File: src/dealloc_cfg.svh
// widths, field positions, codes and deallocated-block fill values for the deallocate / flush / read block
`ifndef DEALLOC_CFG_SVH
`define DEALLOC_CFG_SVH
`define OPC_WIDTH 2
`define LBA_WIDTH 64
`define DW12_RETRY_BIT 31
`define DW12_FORCE_BIT 30
`define DW12_PROT_HI 29
`define DW12_PROT_LO 26
`define DW12_COUNT_HI 15
`define DW12_COUNT_LO 0
`define DEALLOC_READ_FEATURE_CODE_ZEROS 3'h1
`define DEALLOC_READ_FEATURE_CODE_ONES 3'h2
`define GUARD_ONES 16'hffff
`define GUARD_ZERO 16'h0000
`define APP_TAG_ONES 16'hffff
`define REF_TAG_ONES 32'h0fff_ffff
`define STATUS_SUCCESS 8'h00
`define STATUS_CONFLICT 8'h80
`define STATUS_READ_ONLY 8'h82
`define STATUS_UNWRITTEN 8'h87
`define SCT_GENERIC 3'h0
`define SCT_CMD_SPECIFIC 3'h1
`define SCT_MEDIA 3'h2
`endif

File: src/dealloc_pkg.sv
// types shared by the deallocate / flush / read block
package dealloc_pkg;
    typedef enum logic [1:0] {
        op_read,
        op_write,
        op_dealloc,
        op_flush
    } opcode_t;

    typedef enum logic [1:0] {
        pat_zeros,
        pat_ones,
        pat_last_written
    } pattern_t;
endpackage

File: src/dealloc_flag_mem.sv
// per-block deallocated flag memory, one bit per block, registered read
module dealloc_flag_mem #(
    parameter int ADDR_W = 10
) (
    // clock
    input wire logic clk,
    // write port
    input wire logic wr_en,
    input wire logic [ADDR_W-1:0] wr_addr,
    input wire logic wr_data,
    // read port
    input wire logic [ADDR_W-1:0] rd_addr,
    output logic rd_data
);
    logic mem [0:(1<<ADDR_W)-1];

    // no reset on the array: the owner sets every flag by a walk after reset and after sanitize
    always_ff @(posedge clk) begin
        if (wr_en) begin
            mem[wr_addr] <= wr_data;
        end
        rd_data <= mem[rd_addr];
    end
endmodule

File: src/dealloc_flush_read_cmd.sv
// command interpreter for deallocate, flush and read with deallocated-block handling
`include "dealloc_cfg.svh"

module dealloc_flush_read_cmd
    import dealloc_pkg::*;
#(
    parameter int ADDR_W = 10,
    parameter int COUNT_W = 32
) (
    // clock and reset
    input wire logic clk,
    input wire logic rst,
    // static configuration
    input wire logic [2:0] dealloc_read_feature_code,
    input wire logic cache_enabled,
    input wire logic unwritten_err_supported,
    input wire logic unwritten_err_enabled,
    // command submission
    input wire logic cmd_valid,
    output logic cmd_ready,
    input wire dealloc_pkg::opcode_t cmd_opcode,
    input wire logic cmd_sgl,
    input wire logic [31:0] cmd_dword10,
    input wire logic [31:0] cmd_dword11,
    input wire logic [31:0] cmd_dword12,
    input wire logic [COUNT_W-1:0] range_length,
    input wire logic attr_conflict,
    input wire logic range_read_only,
    // media and cache side
    output logic flush_req,
    input wire logic flush_done,
    input wire logic sanitize_done,
    // read result toward the data path
    output logic rd_info_valid,
    output logic [`LBA_WIDTH-1:0] first_block_address,
    output logic [16:0] blocks_to_read,
    output logic limited_retry_bit,
    output logic force_media_access_bit,
    output logic [3:0] protection_action_field,
    output logic uses_second_page_entry,
    output logic blk_valid,
    output logic blk_deallocated,
    output dealloc_pkg::pattern_t blk_pattern,
    output logic [15:0] blk_guard,
    output logic [15:0] blk_app_tag,
    output logic [31:0] blk_ref_tag,
    // completion
    output logic cpl_valid,
    output logic [2:0] cpl_sct,
    output logic [7:0] cpl_status
);
    import dealloc_pkg::*;

    // -------------------------------------------------------------
    // state
    // -------------------------------------------------------------
    typedef enum logic [2:0] {
        st_clear,
        st_idle,
        st_walk,
        st_look,
        st_flush,
        st_done
    } state_t;

    state_t state_q, state_d;
    opcode_t op_q, op_d;
    logic [`LBA_WIDTH-1:0] lba_q, lba_d;
    logic [`LBA_WIDTH-1:0] first_block_address_q, first_block_address_d; // start address stands while lba_q walks
    logic [COUNT_W-1:0] left_q, left_d;
    logic [ADDR_W-1:0] clr_q, clr_d;
    logic rd_hit_q, rd_hit_d;
    logic cmd_ready_q, cmd_ready_d;
    logic flush_req_q, flush_req_d;
    logic rd_info_valid_q, rd_info_valid_d;
    logic [16:0] nlb_q, nlb_d;
    logic lr_q, lr_d;
    logic fua_q, fua_d;
    logic [3:0] prot_q, prot_d;
    logic page2_q, page2_d;
    logic blk_valid_q, blk_valid_d;
    logic blk_dealloc_q, blk_dealloc_d;
    pattern_t blk_pat_q, blk_pat_d;
    logic [15:0] guard_q, guard_d;
    logic [15:0] app_q, app_d;
    logic [31:0] ref_q, ref_d;
    logic cpl_valid_q, cpl_valid_d;
    logic [2:0] sct_q, sct_d;
    logic [7:0] status_q, status_d;
    logic look_q, look_d;

    // flag memory ports
    logic mem_we;
    logic [ADDR_W-1:0] mem_waddr;
    logic mem_wdata;
    logic [ADDR_W-1:0] mem_raddr;
    logic mem_rdata;

    // pattern chosen for deallocated reads from the advertised feature code
    function automatic pattern_t pick_pattern(input logic [2:0] code);
        case (code)
            `DEALLOC_READ_FEATURE_CODE_ZEROS: pick_pattern = pat_zeros;
            `DEALLOC_READ_FEATURE_CODE_ONES: pick_pattern = pat_ones;
            default: pick_pattern = pat_zeros; // zeros also scrub pre-sanitize data
        endcase
    endfunction

    dealloc_flag_mem #(
        .ADDR_W(ADDR_W)
    ) u_flags (
        .clk(clk),
        .wr_en(mem_we),
        .wr_addr(mem_waddr),
        .wr_data(mem_wdata),
        .rd_addr(mem_raddr),
        .rd_data(mem_rdata)
    );

    // -------------------------------------------------------------
    // next-state logic
    // -------------------------------------------------------------
    // one command at a time, so a flush taken here already follows every
    // earlier completion
    always_comb begin
        state_d = state_q;
        op_d = op_q;
        lba_d = lba_q;
        first_block_address_d = first_block_address_q;
        left_d = left_q;
        clr_d = clr_q;
        rd_hit_d = rd_hit_q;
        cmd_ready_d = 1'b0;
        flush_req_d = flush_req_q;
        rd_info_valid_d = 1'b0;
        nlb_d = nlb_q;
        lr_d = lr_q;
        fua_d = fua_q;
        prot_d = prot_q;
        page2_d = page2_q;
        blk_valid_d = 1'b0;
        blk_dealloc_d = blk_dealloc_q;
        blk_pat_d = blk_pat_q;
        guard_d = guard_q;
        app_d = app_q;
        ref_d = ref_q;
        cpl_valid_d = 1'b0;
        sct_d = sct_q;
        status_d = status_q;
        look_d = 1'b0;
        mem_we = 1'b0;
        mem_waddr = lba_q[ADDR_W-1:0];
        mem_wdata = 1'b0;
        mem_raddr = lba_q[ADDR_W-1:0];
        case (state_q)
            st_clear: begin
                // after reset (and after sanitize) every block reads deallocated
                mem_we = 1'b1;
                mem_waddr = clr_q;
                mem_wdata = 1'b1;
                clr_d = clr_q + 1'b1;
                if (clr_q == {ADDR_W{1'b1}}) begin
                    state_d = st_idle;
                    cmd_ready_d = 1'b1;
                end
            end
            st_idle: begin
                cmd_ready_d = 1'b1;
                if (sanitize_done) begin
                    state_d = st_clear;
                    clr_d = '0;
                    cmd_ready_d = 1'b0;
                end else if (cmd_valid && cmd_ready_q) begin
                    cmd_ready_d = 1'b0;
                    op_d = cmd_opcode;
                    lba_d = {cmd_dword11, cmd_dword10};
                    first_block_address_d = {cmd_dword11, cmd_dword10};
                    status_d = `STATUS_SUCCESS;
                    sct_d = `SCT_GENERIC;
                    rd_hit_d = 1'b0;
                    case (cmd_opcode)
                        op_read: begin
                            nlb_d = {1'b0, cmd_dword12[`DW12_COUNT_HI:`DW12_COUNT_LO]} + 17'd1;
                            left_d = COUNT_W'(cmd_dword12[`DW12_COUNT_HI:`DW12_COUNT_LO]) + 1'b1;
                            lr_d = cmd_dword12[`DW12_RETRY_BIT];
                            fua_d = cmd_dword12[`DW12_FORCE_BIT];
                            prot_d = cmd_dword12[`DW12_PROT_HI:`DW12_PROT_LO];
                            page2_d = ~cmd_sgl;
                            rd_info_valid_d = 1'b1;
                            state_d = st_look;
                        end
                        op_write: begin
                            left_d = COUNT_W'(cmd_dword12[`DW12_COUNT_HI:`DW12_COUNT_LO]) + 1'b1;
                            state_d = st_walk;
                        end
                        op_dealloc: begin
                            left_d = range_length;
                            if (attr_conflict) begin
                                sct_d = `SCT_CMD_SPECIFIC;
                                status_d = `STATUS_CONFLICT;
                                state_d = st_done;
                            end else if (range_read_only) begin
                                sct_d = `SCT_CMD_SPECIFIC;
                                status_d = `STATUS_READ_ONLY;
                                state_d = st_done;
                            end else if (range_length == '0) begin
                                state_d = st_done;
                            end else begin
                                state_d = st_walk;
                            end
                        end
                        default: begin
                            if (cache_enabled) begin
                                flush_req_d = 1'b1;
                                state_d = st_flush;
                            end else begin
                                state_d = st_done;
                            end
                        end
                    endcase
                end
            end
            st_walk: begin
                // write clears, deallocate sets the per-block flag
                mem_we = 1'b1;
                mem_wdata = (op_q == op_dealloc);
                lba_d = lba_q + 1'b1;
                left_d = left_q - 1'b1;
                if (left_q == COUNT_W'(1)) begin
                    state_d = st_done;
                end
            end
            st_look: begin
                // read only looks up the flag, never writes it
                look_d = 1'b1;
                lba_d = lba_q + 1'b1;
                left_d = left_q - 1'b1;
                if (left_q == COUNT_W'(1)) begin
                    state_d = st_done;
                end
            end
            st_flush: begin
                if (flush_done) begin
                    flush_req_d = 1'b0;
                    state_d = st_done;
                end
            end
            st_done: begin
                // wait one cycle so the last lookup result has landed
                if (!look_q) begin
                    cpl_valid_d = 1'b1;
                    if (op_q == op_read && rd_hit_q && unwritten_err_supported
                        && unwritten_err_enabled) begin
                        sct_d = `SCT_MEDIA;
                        status_d = `STATUS_UNWRITTEN;
                    end
                    state_d = st_idle;
                    cmd_ready_d = 1'b1;
                end
            end
            default: begin
                state_d = st_idle;
            end
        endcase
        // registered flag from last cycle's lookup
        if (look_q) begin
            blk_valid_d = 1'b1;
            blk_dealloc_d = mem_rdata;
            if (mem_rdata) begin
                rd_hit_d = 1'b1;
                blk_pat_d = pick_pattern(dealloc_read_feature_code);
                guard_d = (pick_pattern(dealloc_read_feature_code) == pat_zeros)
                    ? `GUARD_ZERO : `GUARD_ONES;
                app_d = `APP_TAG_ONES;
                ref_d = `REF_TAG_ONES;
            end else begin
                blk_pat_d = pat_last_written;
                guard_d = `GUARD_ZERO;
                app_d = 16'h0000;
                ref_d = 32'h0000_0000;
            end
        end
    end

    // -------------------------------------------------------------
    // registers
    // -------------------------------------------------------------
    always_ff @(posedge clk or posedge rst) begin
        if (rst) begin
            state_q <= st_clear;
            op_q <= op_read;
            lba_q <= '0;
            first_block_address_q <= '0;
            left_q <= '0;
            clr_q <= '0;
            rd_hit_q <= 1'b0;
            cmd_ready_q <= 1'b0;
            flush_req_q <= 1'b0;
            rd_info_valid_q <= 1'b0;
            nlb_q <= '0;
            lr_q <= 1'b0;
            fua_q <= 1'b0;
            prot_q <= '0;
            page2_q <= 1'b0;
            blk_valid_q <= 1'b0;
            blk_dealloc_q <= 1'b0;
            blk_pat_q <= pat_zeros;
            guard_q <= '0;
            app_q <= '0;
            ref_q <= '0;
            cpl_valid_q <= 1'b0;
            sct_q <= '0;
            status_q <= '0;
            look_q <= 1'b0;
        end else begin
            state_q <= state_d;
            op_q <= op_d;
            lba_q <= lba_d;
            first_block_address_q <= first_block_address_d;
            left_q <= left_d;
            clr_q <= clr_d;
            rd_hit_q <= rd_hit_d;
            cmd_ready_q <= cmd_ready_d;
            flush_req_q <= flush_req_d;
            rd_info_valid_q <= rd_info_valid_d;
            nlb_q <= nlb_d;
            lr_q <= lr_d;
            fua_q <= fua_d;
            prot_q <= prot_d;
            page2_q <= page2_d;
            blk_valid_q <= blk_valid_d;
            blk_dealloc_q <= blk_dealloc_d;
            blk_pat_q <= blk_pat_d;
            guard_q <= guard_d;
            app_q <= app_d;
            ref_q <= ref_d;
            cpl_valid_q <= cpl_valid_d;
            sct_q <= sct_d;
            status_q <= status_d;
            look_q <= look_d;
        end
    end

    // outputs straight from flops
    assign cmd_ready = cmd_ready_q;
    assign flush_req = flush_req_q;
    assign rd_info_valid = rd_info_valid_q;
    assign first_block_address = first_block_address_q;
    assign blocks_to_read = nlb_q;
    assign limited_retry_bit = lr_q;
    assign force_media_access_bit = fua_q;
    assign protection_action_field = prot_q;
    assign uses_second_page_entry = page2_q;
    assign blk_valid = blk_valid_q;
    assign blk_deallocated = blk_dealloc_q;
    assign blk_pattern = blk_pat_q;
    assign blk_guard = guard_q;
    assign blk_app_tag = app_q;
    assign blk_ref_tag = ref_q;
    assign cpl_valid = cpl_valid_q;
    assign cpl_sct = sct_q;
    assign cpl_status = status_q;
endmodule

File: config.mk
export PLATFORM = sky130hd
export DESIGN_NAME = dealloc_flush_read_cmd
export DESIGN_NICKNAME = d
export VERILOG_FILES = /design/src/dealloc_pkg.sv /design/src/dealloc_flag_mem.sv /design/src/dealloc_flush_read_cmd.sv
export VERILOG_INCLUDE_DIRS = /design/src
export SDC_FILE = /design/constraint.sdc
export NUM_CORES = 2
export LEC_CHECK = 0
export BUFFER_PORTS_ARGS = -buffer_cell sky130_fd_sc_hd__buf_2
export CAP_MARGIN = 0
export CORE_ASPECT_RATIO = 1.1
export CORE_MARGIN = 1.5
export CORE_UTILIZATION = 25
export CTS_CLUSTER_DIAMETER = 80
export DETAILED_ROUTE_END_ITERATION = 7
export PLACE_DENSITY_LB_ADDON = 0.12
export SETUP_SLACK_MARGIN = 0.02
export SYNTH_ARGS = -nofsm -noshare
export SYNTH_HDL_FRONTEND = slang
export SYNTH_HIERARCHICAL = 1
export SYNTH_SLANG_ARGS = --single-unit
File: constraint.sdc
create_clock -name clk -period 92.8 [get_ports clk]
set_input_delay 9.28 -clock clk [delete_from_list [all_inputs] [get_ports clk]]
set_output_delay 9.28 -clock clk [all_outputs]
set_load 0.01 [all_outputs]
==> results.py <==
metrics = {
    "clock_tree": {
        "cts_setup_buffers": 0,
        "cts_hold_buf": 0,
        "cts_buffers": 141,
        "clkSinkCount": 1184,
        "cts_buffer_depth": 3,
        "cts.repair.resized": 0,
        "insertion_delay_ns": 0.78,
        "ctsRootBufferMaster": "clkbuf_16",
        "clk_pin_slew_ns": 0.05,
        "tritoncts": "built",
        "cts_max_level": 4,
    },
    "grt": {
        "grt.total_usage": 0.166,
        "grt_pass1_wl_um": 259000,
        "grt_pass1_vias": 34382,
        "grt_start_max_net_pins": 254,
        "overflow": 0,
        "antenna_found_initial": 17,
    },
    "timing": {
        "worstMarginPinSlew_ns": 1.23,
        "setup_ws_ns": 81.54,
        "slew_viol_final": 0,
        "max_freq_ghz": 0.0888,
        "relSlewSlack": 0.181,
        "finalCritPeriodShare": 0.121,
        "finClkSkew_ns": 0.0243,
        "finalSetupViolations": 0,
        "fin_setup_tns_ns": 0,
        "hold_viol": 0,
        "grt_setup_unrepaired": "false",
        "layout_min_cycle_time_ns": 11.26,
    },
    "finish": {
        "layout.nets": 4374,
        "multi_input_area_um2": 16300,
        "areaGrowthSynthToFinish_pct": 15.1,
        "fill_cells": 21767,
        "drive_gt1_frac": 0.197,
        "seqCellArea_um2": 34800,
    },
    "floorplanning": {
        "ios": 315,
        "die_y_um": 486,
        "start_util": 0.251,
        "row_count": 177,
        "core_area_um2": 211000,
        "die_area_um2": 215000,
        "dieWidth_um": 442,
    },
    "synthesis": {
        "synth_area_um2": 53100,
        "synthTopCellsByArea": "edfxtp_1 58%, mux4_2 8.5%, nor2_1 7.8%, dfrtp_1 7.5%, nand2_1 2.5%",
        "yosys.area.top_type": "edfxtp_1",
        "synth_top_area_frac": 0.579,
        "yosys_warnings": 6,
        "syn_inst": 4106,
        "seq_area_frac_synth": 0.655,
        "yosysUniqueCellTypes": 87,
        "synth_ff_type": "edfxtp_1",
        "synth_seq_cells": 1184,
        "syn_avg_cell_area_um2": 12.9,
        "synthArstFlopShare": 0.134,
        "synth_edf_count": 1024,
    },
    "power_and_ir_drop": {
        "p_seq_frac": 0.384,
        "pwr-share-clk": 0.282,
        "switchingPower_mw": 0.679,
        "vdd_drop_max_mv": 0.0275,
        "comb_power_share": 0.335,
        "power.share.switching": 0.368,
        "power_leakage_nw": 20.2,
        "powerDensity_nw_per_um2": 30.2,
        "internal-power_mw": 1.17,
    },
    "detailed_routing": {
        "via_per_inst": 4.78,
        "drc": 0,
        "drtPass1Iterations": 6,
        "top_layer_used": "met5",
        "dr_wl_met3_um": 7560,
        "drt_wl_total_um": 180000,
        "drtAntennaViolNets": 0,
        "wl_met1_um": 80700,
        "drt_iter0_drc": 2639,
        "wire_per_inst_um": 25.3,
        "vias": 33939,
        "met2WireLength_um": 87200,
    },
    "critical_path": {
        "crit_fanout": 46,
        "path_buf_inv": 1,
        "r2r_end": "u_flags/rd_data",
        "crit_cells": 1,
        "cp_slowest_cell": "dfrtp_1",
        "path_delay_family": "flip-flops",
        "critPathCapture": "blk_ref_tag[2]",
        "crit_arrival_ns": 1.98,
        "slowest_delay_ns": 0.93,
        "cp-startpoint": "blk_app_tag[14]",
        "r2r_cells": 12,
        "critPathKind": "reg -> out",
        "start_kind": "flop",
        "reg2reg_setup_slack_ns": 85.21,
        "worstPathCellList": "buf_2",
        "required_ns": 83.52,
        "cp-end-kind": "output port",
        "r2r_start": "lba_q[0]",
    },
    "placed_design": {
        "routabilityCongestion": 0.788,
        "post-place-ws_ns": 81.06,
        "dpl.hpwl_um": 102000,
        "io_buffers": 295,
    },
    "worst_hold_path": {
        "hold_start": "first_block_address[15]",
        "min-delay-path-class": "reg -> reg",
    },
    "status": {
        "status": "complete, no violations",
    },
    "job": {
        "cap_viol_max_count": 0,
    },
}
==> state kept, by name (all words and copies together) (netlist names), 2 cells and up <==
name	flops
blk_pattern	2
first_block_address	64
u_flags/mem	1024
state_q	3
lba_q	10
left_q	32
clr_q	10
blocks_to_read	17
protection_action_field	4
op_q	2
cpl_status	3
==> worst min-delay path by stage <==
stage | cells after the start | endpoint | slack [ns]
2_1_floorplan | 1 | blk_pattern[1] | 0.45
3_3_place_gp | 2 | first_block_address[54] | 0.45
3_5_place_dp | 2 | first_block_address[15] | 0.46
4_1_cts | 2 | first_block_address[15] | 0.47
5_1_grt | 2 | first_block_address[19] | 0.49
6_report | 2 | first_block_address[15] | 0.47
==> power groups by stage <==
| stage | clock network (mW) | logic (mW) | registers [mW] |
|---|---|---|---|
| 3_5_place_dp | 0 | 0.630 | 0.720 |
| 5_1_grt | 0.557 | 0.669 | 0.714 |
| 2_1_floorplan | 0 | 0.391 | 0.916 |
| 3_3_place_gp | 0 | 0.632 | 0.718 |
| 6_report | 0.520 | 0.618 | 0.708 |
| 4_1_cts | 0.537 | 0.632 | 0.709 |
==> cells in the mapped netlist, types with 5 or more instances <==
cell / number
inv_1: 20
buf_4: 84
a22o_1: 7
o21ai_1: 14
a31oi_1: 16
mux4_2: 200
or4_1: 6
or3_1: 7
nand2b_1: 15
mux2i_1: 124
a2111oi_0: 7
a22oi_1: 21
nor2_1: 1110
a32oi_1: 6
a221o_1: 5
nand3_1: 60
edfxtp_1: 1024
o21ai_0: 49
a21oi_1: 88
buf_6: 18
o211ai_1: 7
clkbuf_1: 228
xor2_1: 16
ha_1: 5
nand2_1: 357
o221ai_1: 50
buf_1: 62
mux2_2: 10
nor3_1: 59
nor4_1: 23
mux4_1: 14
a211oi_1: 9
xnor2_1: 9
a221oi_1: 6
dfrtp_1: 159
nand4_1: 24
and2_1: 7
nor2b_1: 14
o22ai_1: 31
and3_1: 14
nor3b_1: 8
buf_2: 24
==> metal layers <==
layer,track usage,up-vias
met2,0.279,863
li1,-,15074
met4,0.0451,2
met5,0,-
met3,0.0249,216
met1,0.221,17784
==> cells in the final DEF, fill, tap and decap left out, types with 24 or more instances in the layout <==
cell       count
nand2_1      350
dfrtp_1      153
o21ai_0       49
nor2_1      1107
nand3_1       36
mux2i_1      124
nor3_1        57
mux4_2       200
nand4_1       24
edfxtp_1    1024
o221ai_1      50
o22ai_1       31
clkbuf_1      42
buf_2        295
clkbuf_16    146
a21oi_1       88
buf_4         96
==> kinds of logic after synthesis <==
group	Yosys count	synth area share
fa+ha+maj	5	0.00118
flops	1184	0.655
compound gates	359	0.0456
mux	349	0.117
buf+inv	449	0.0428
xor+xnor	25	0.00412
simple gates	1734	0.134
other cells	1	0.0000706
==> through the flow <==
stage | hold WS, ns | std cells | area (um2) | util | total power, mW
2_1_floorplan | 0.449 | 4114 | 53100 | - | 1.31
3_3_place_gp | 0.454 | 6856 | 56900 | 0.269 | 1.35
3_5_place_dp | 0.460 | 6856 | 56900 | 0.269 | 1.35
4_1_cts | 0.474 | 7093 | 61100 | 0.289 | 1.88
5_1_grt | 0.487 | 7095 | 61100 | 0.289 | 1.94
6_report | 0.468 | 7097 | 61100 | 0.289 | 1.85
==> layout make-up <==
cell class / count / share of cell area
Timing Repair Buffer: 394 / 0.0369
Clock buffer: 192 / 0.0633
Antenna cell: 4 / 0.000164
Inverter: 23 / 0.00149
Tap cell: 2774 / 0.0568
Sequential cell: 1184 / 0.569
Clock inverter: 45 / 0.00506
Multi-Input combinational cell: 2481 / 0.267
Note: power is estimated with default switching activity, not from simulation.
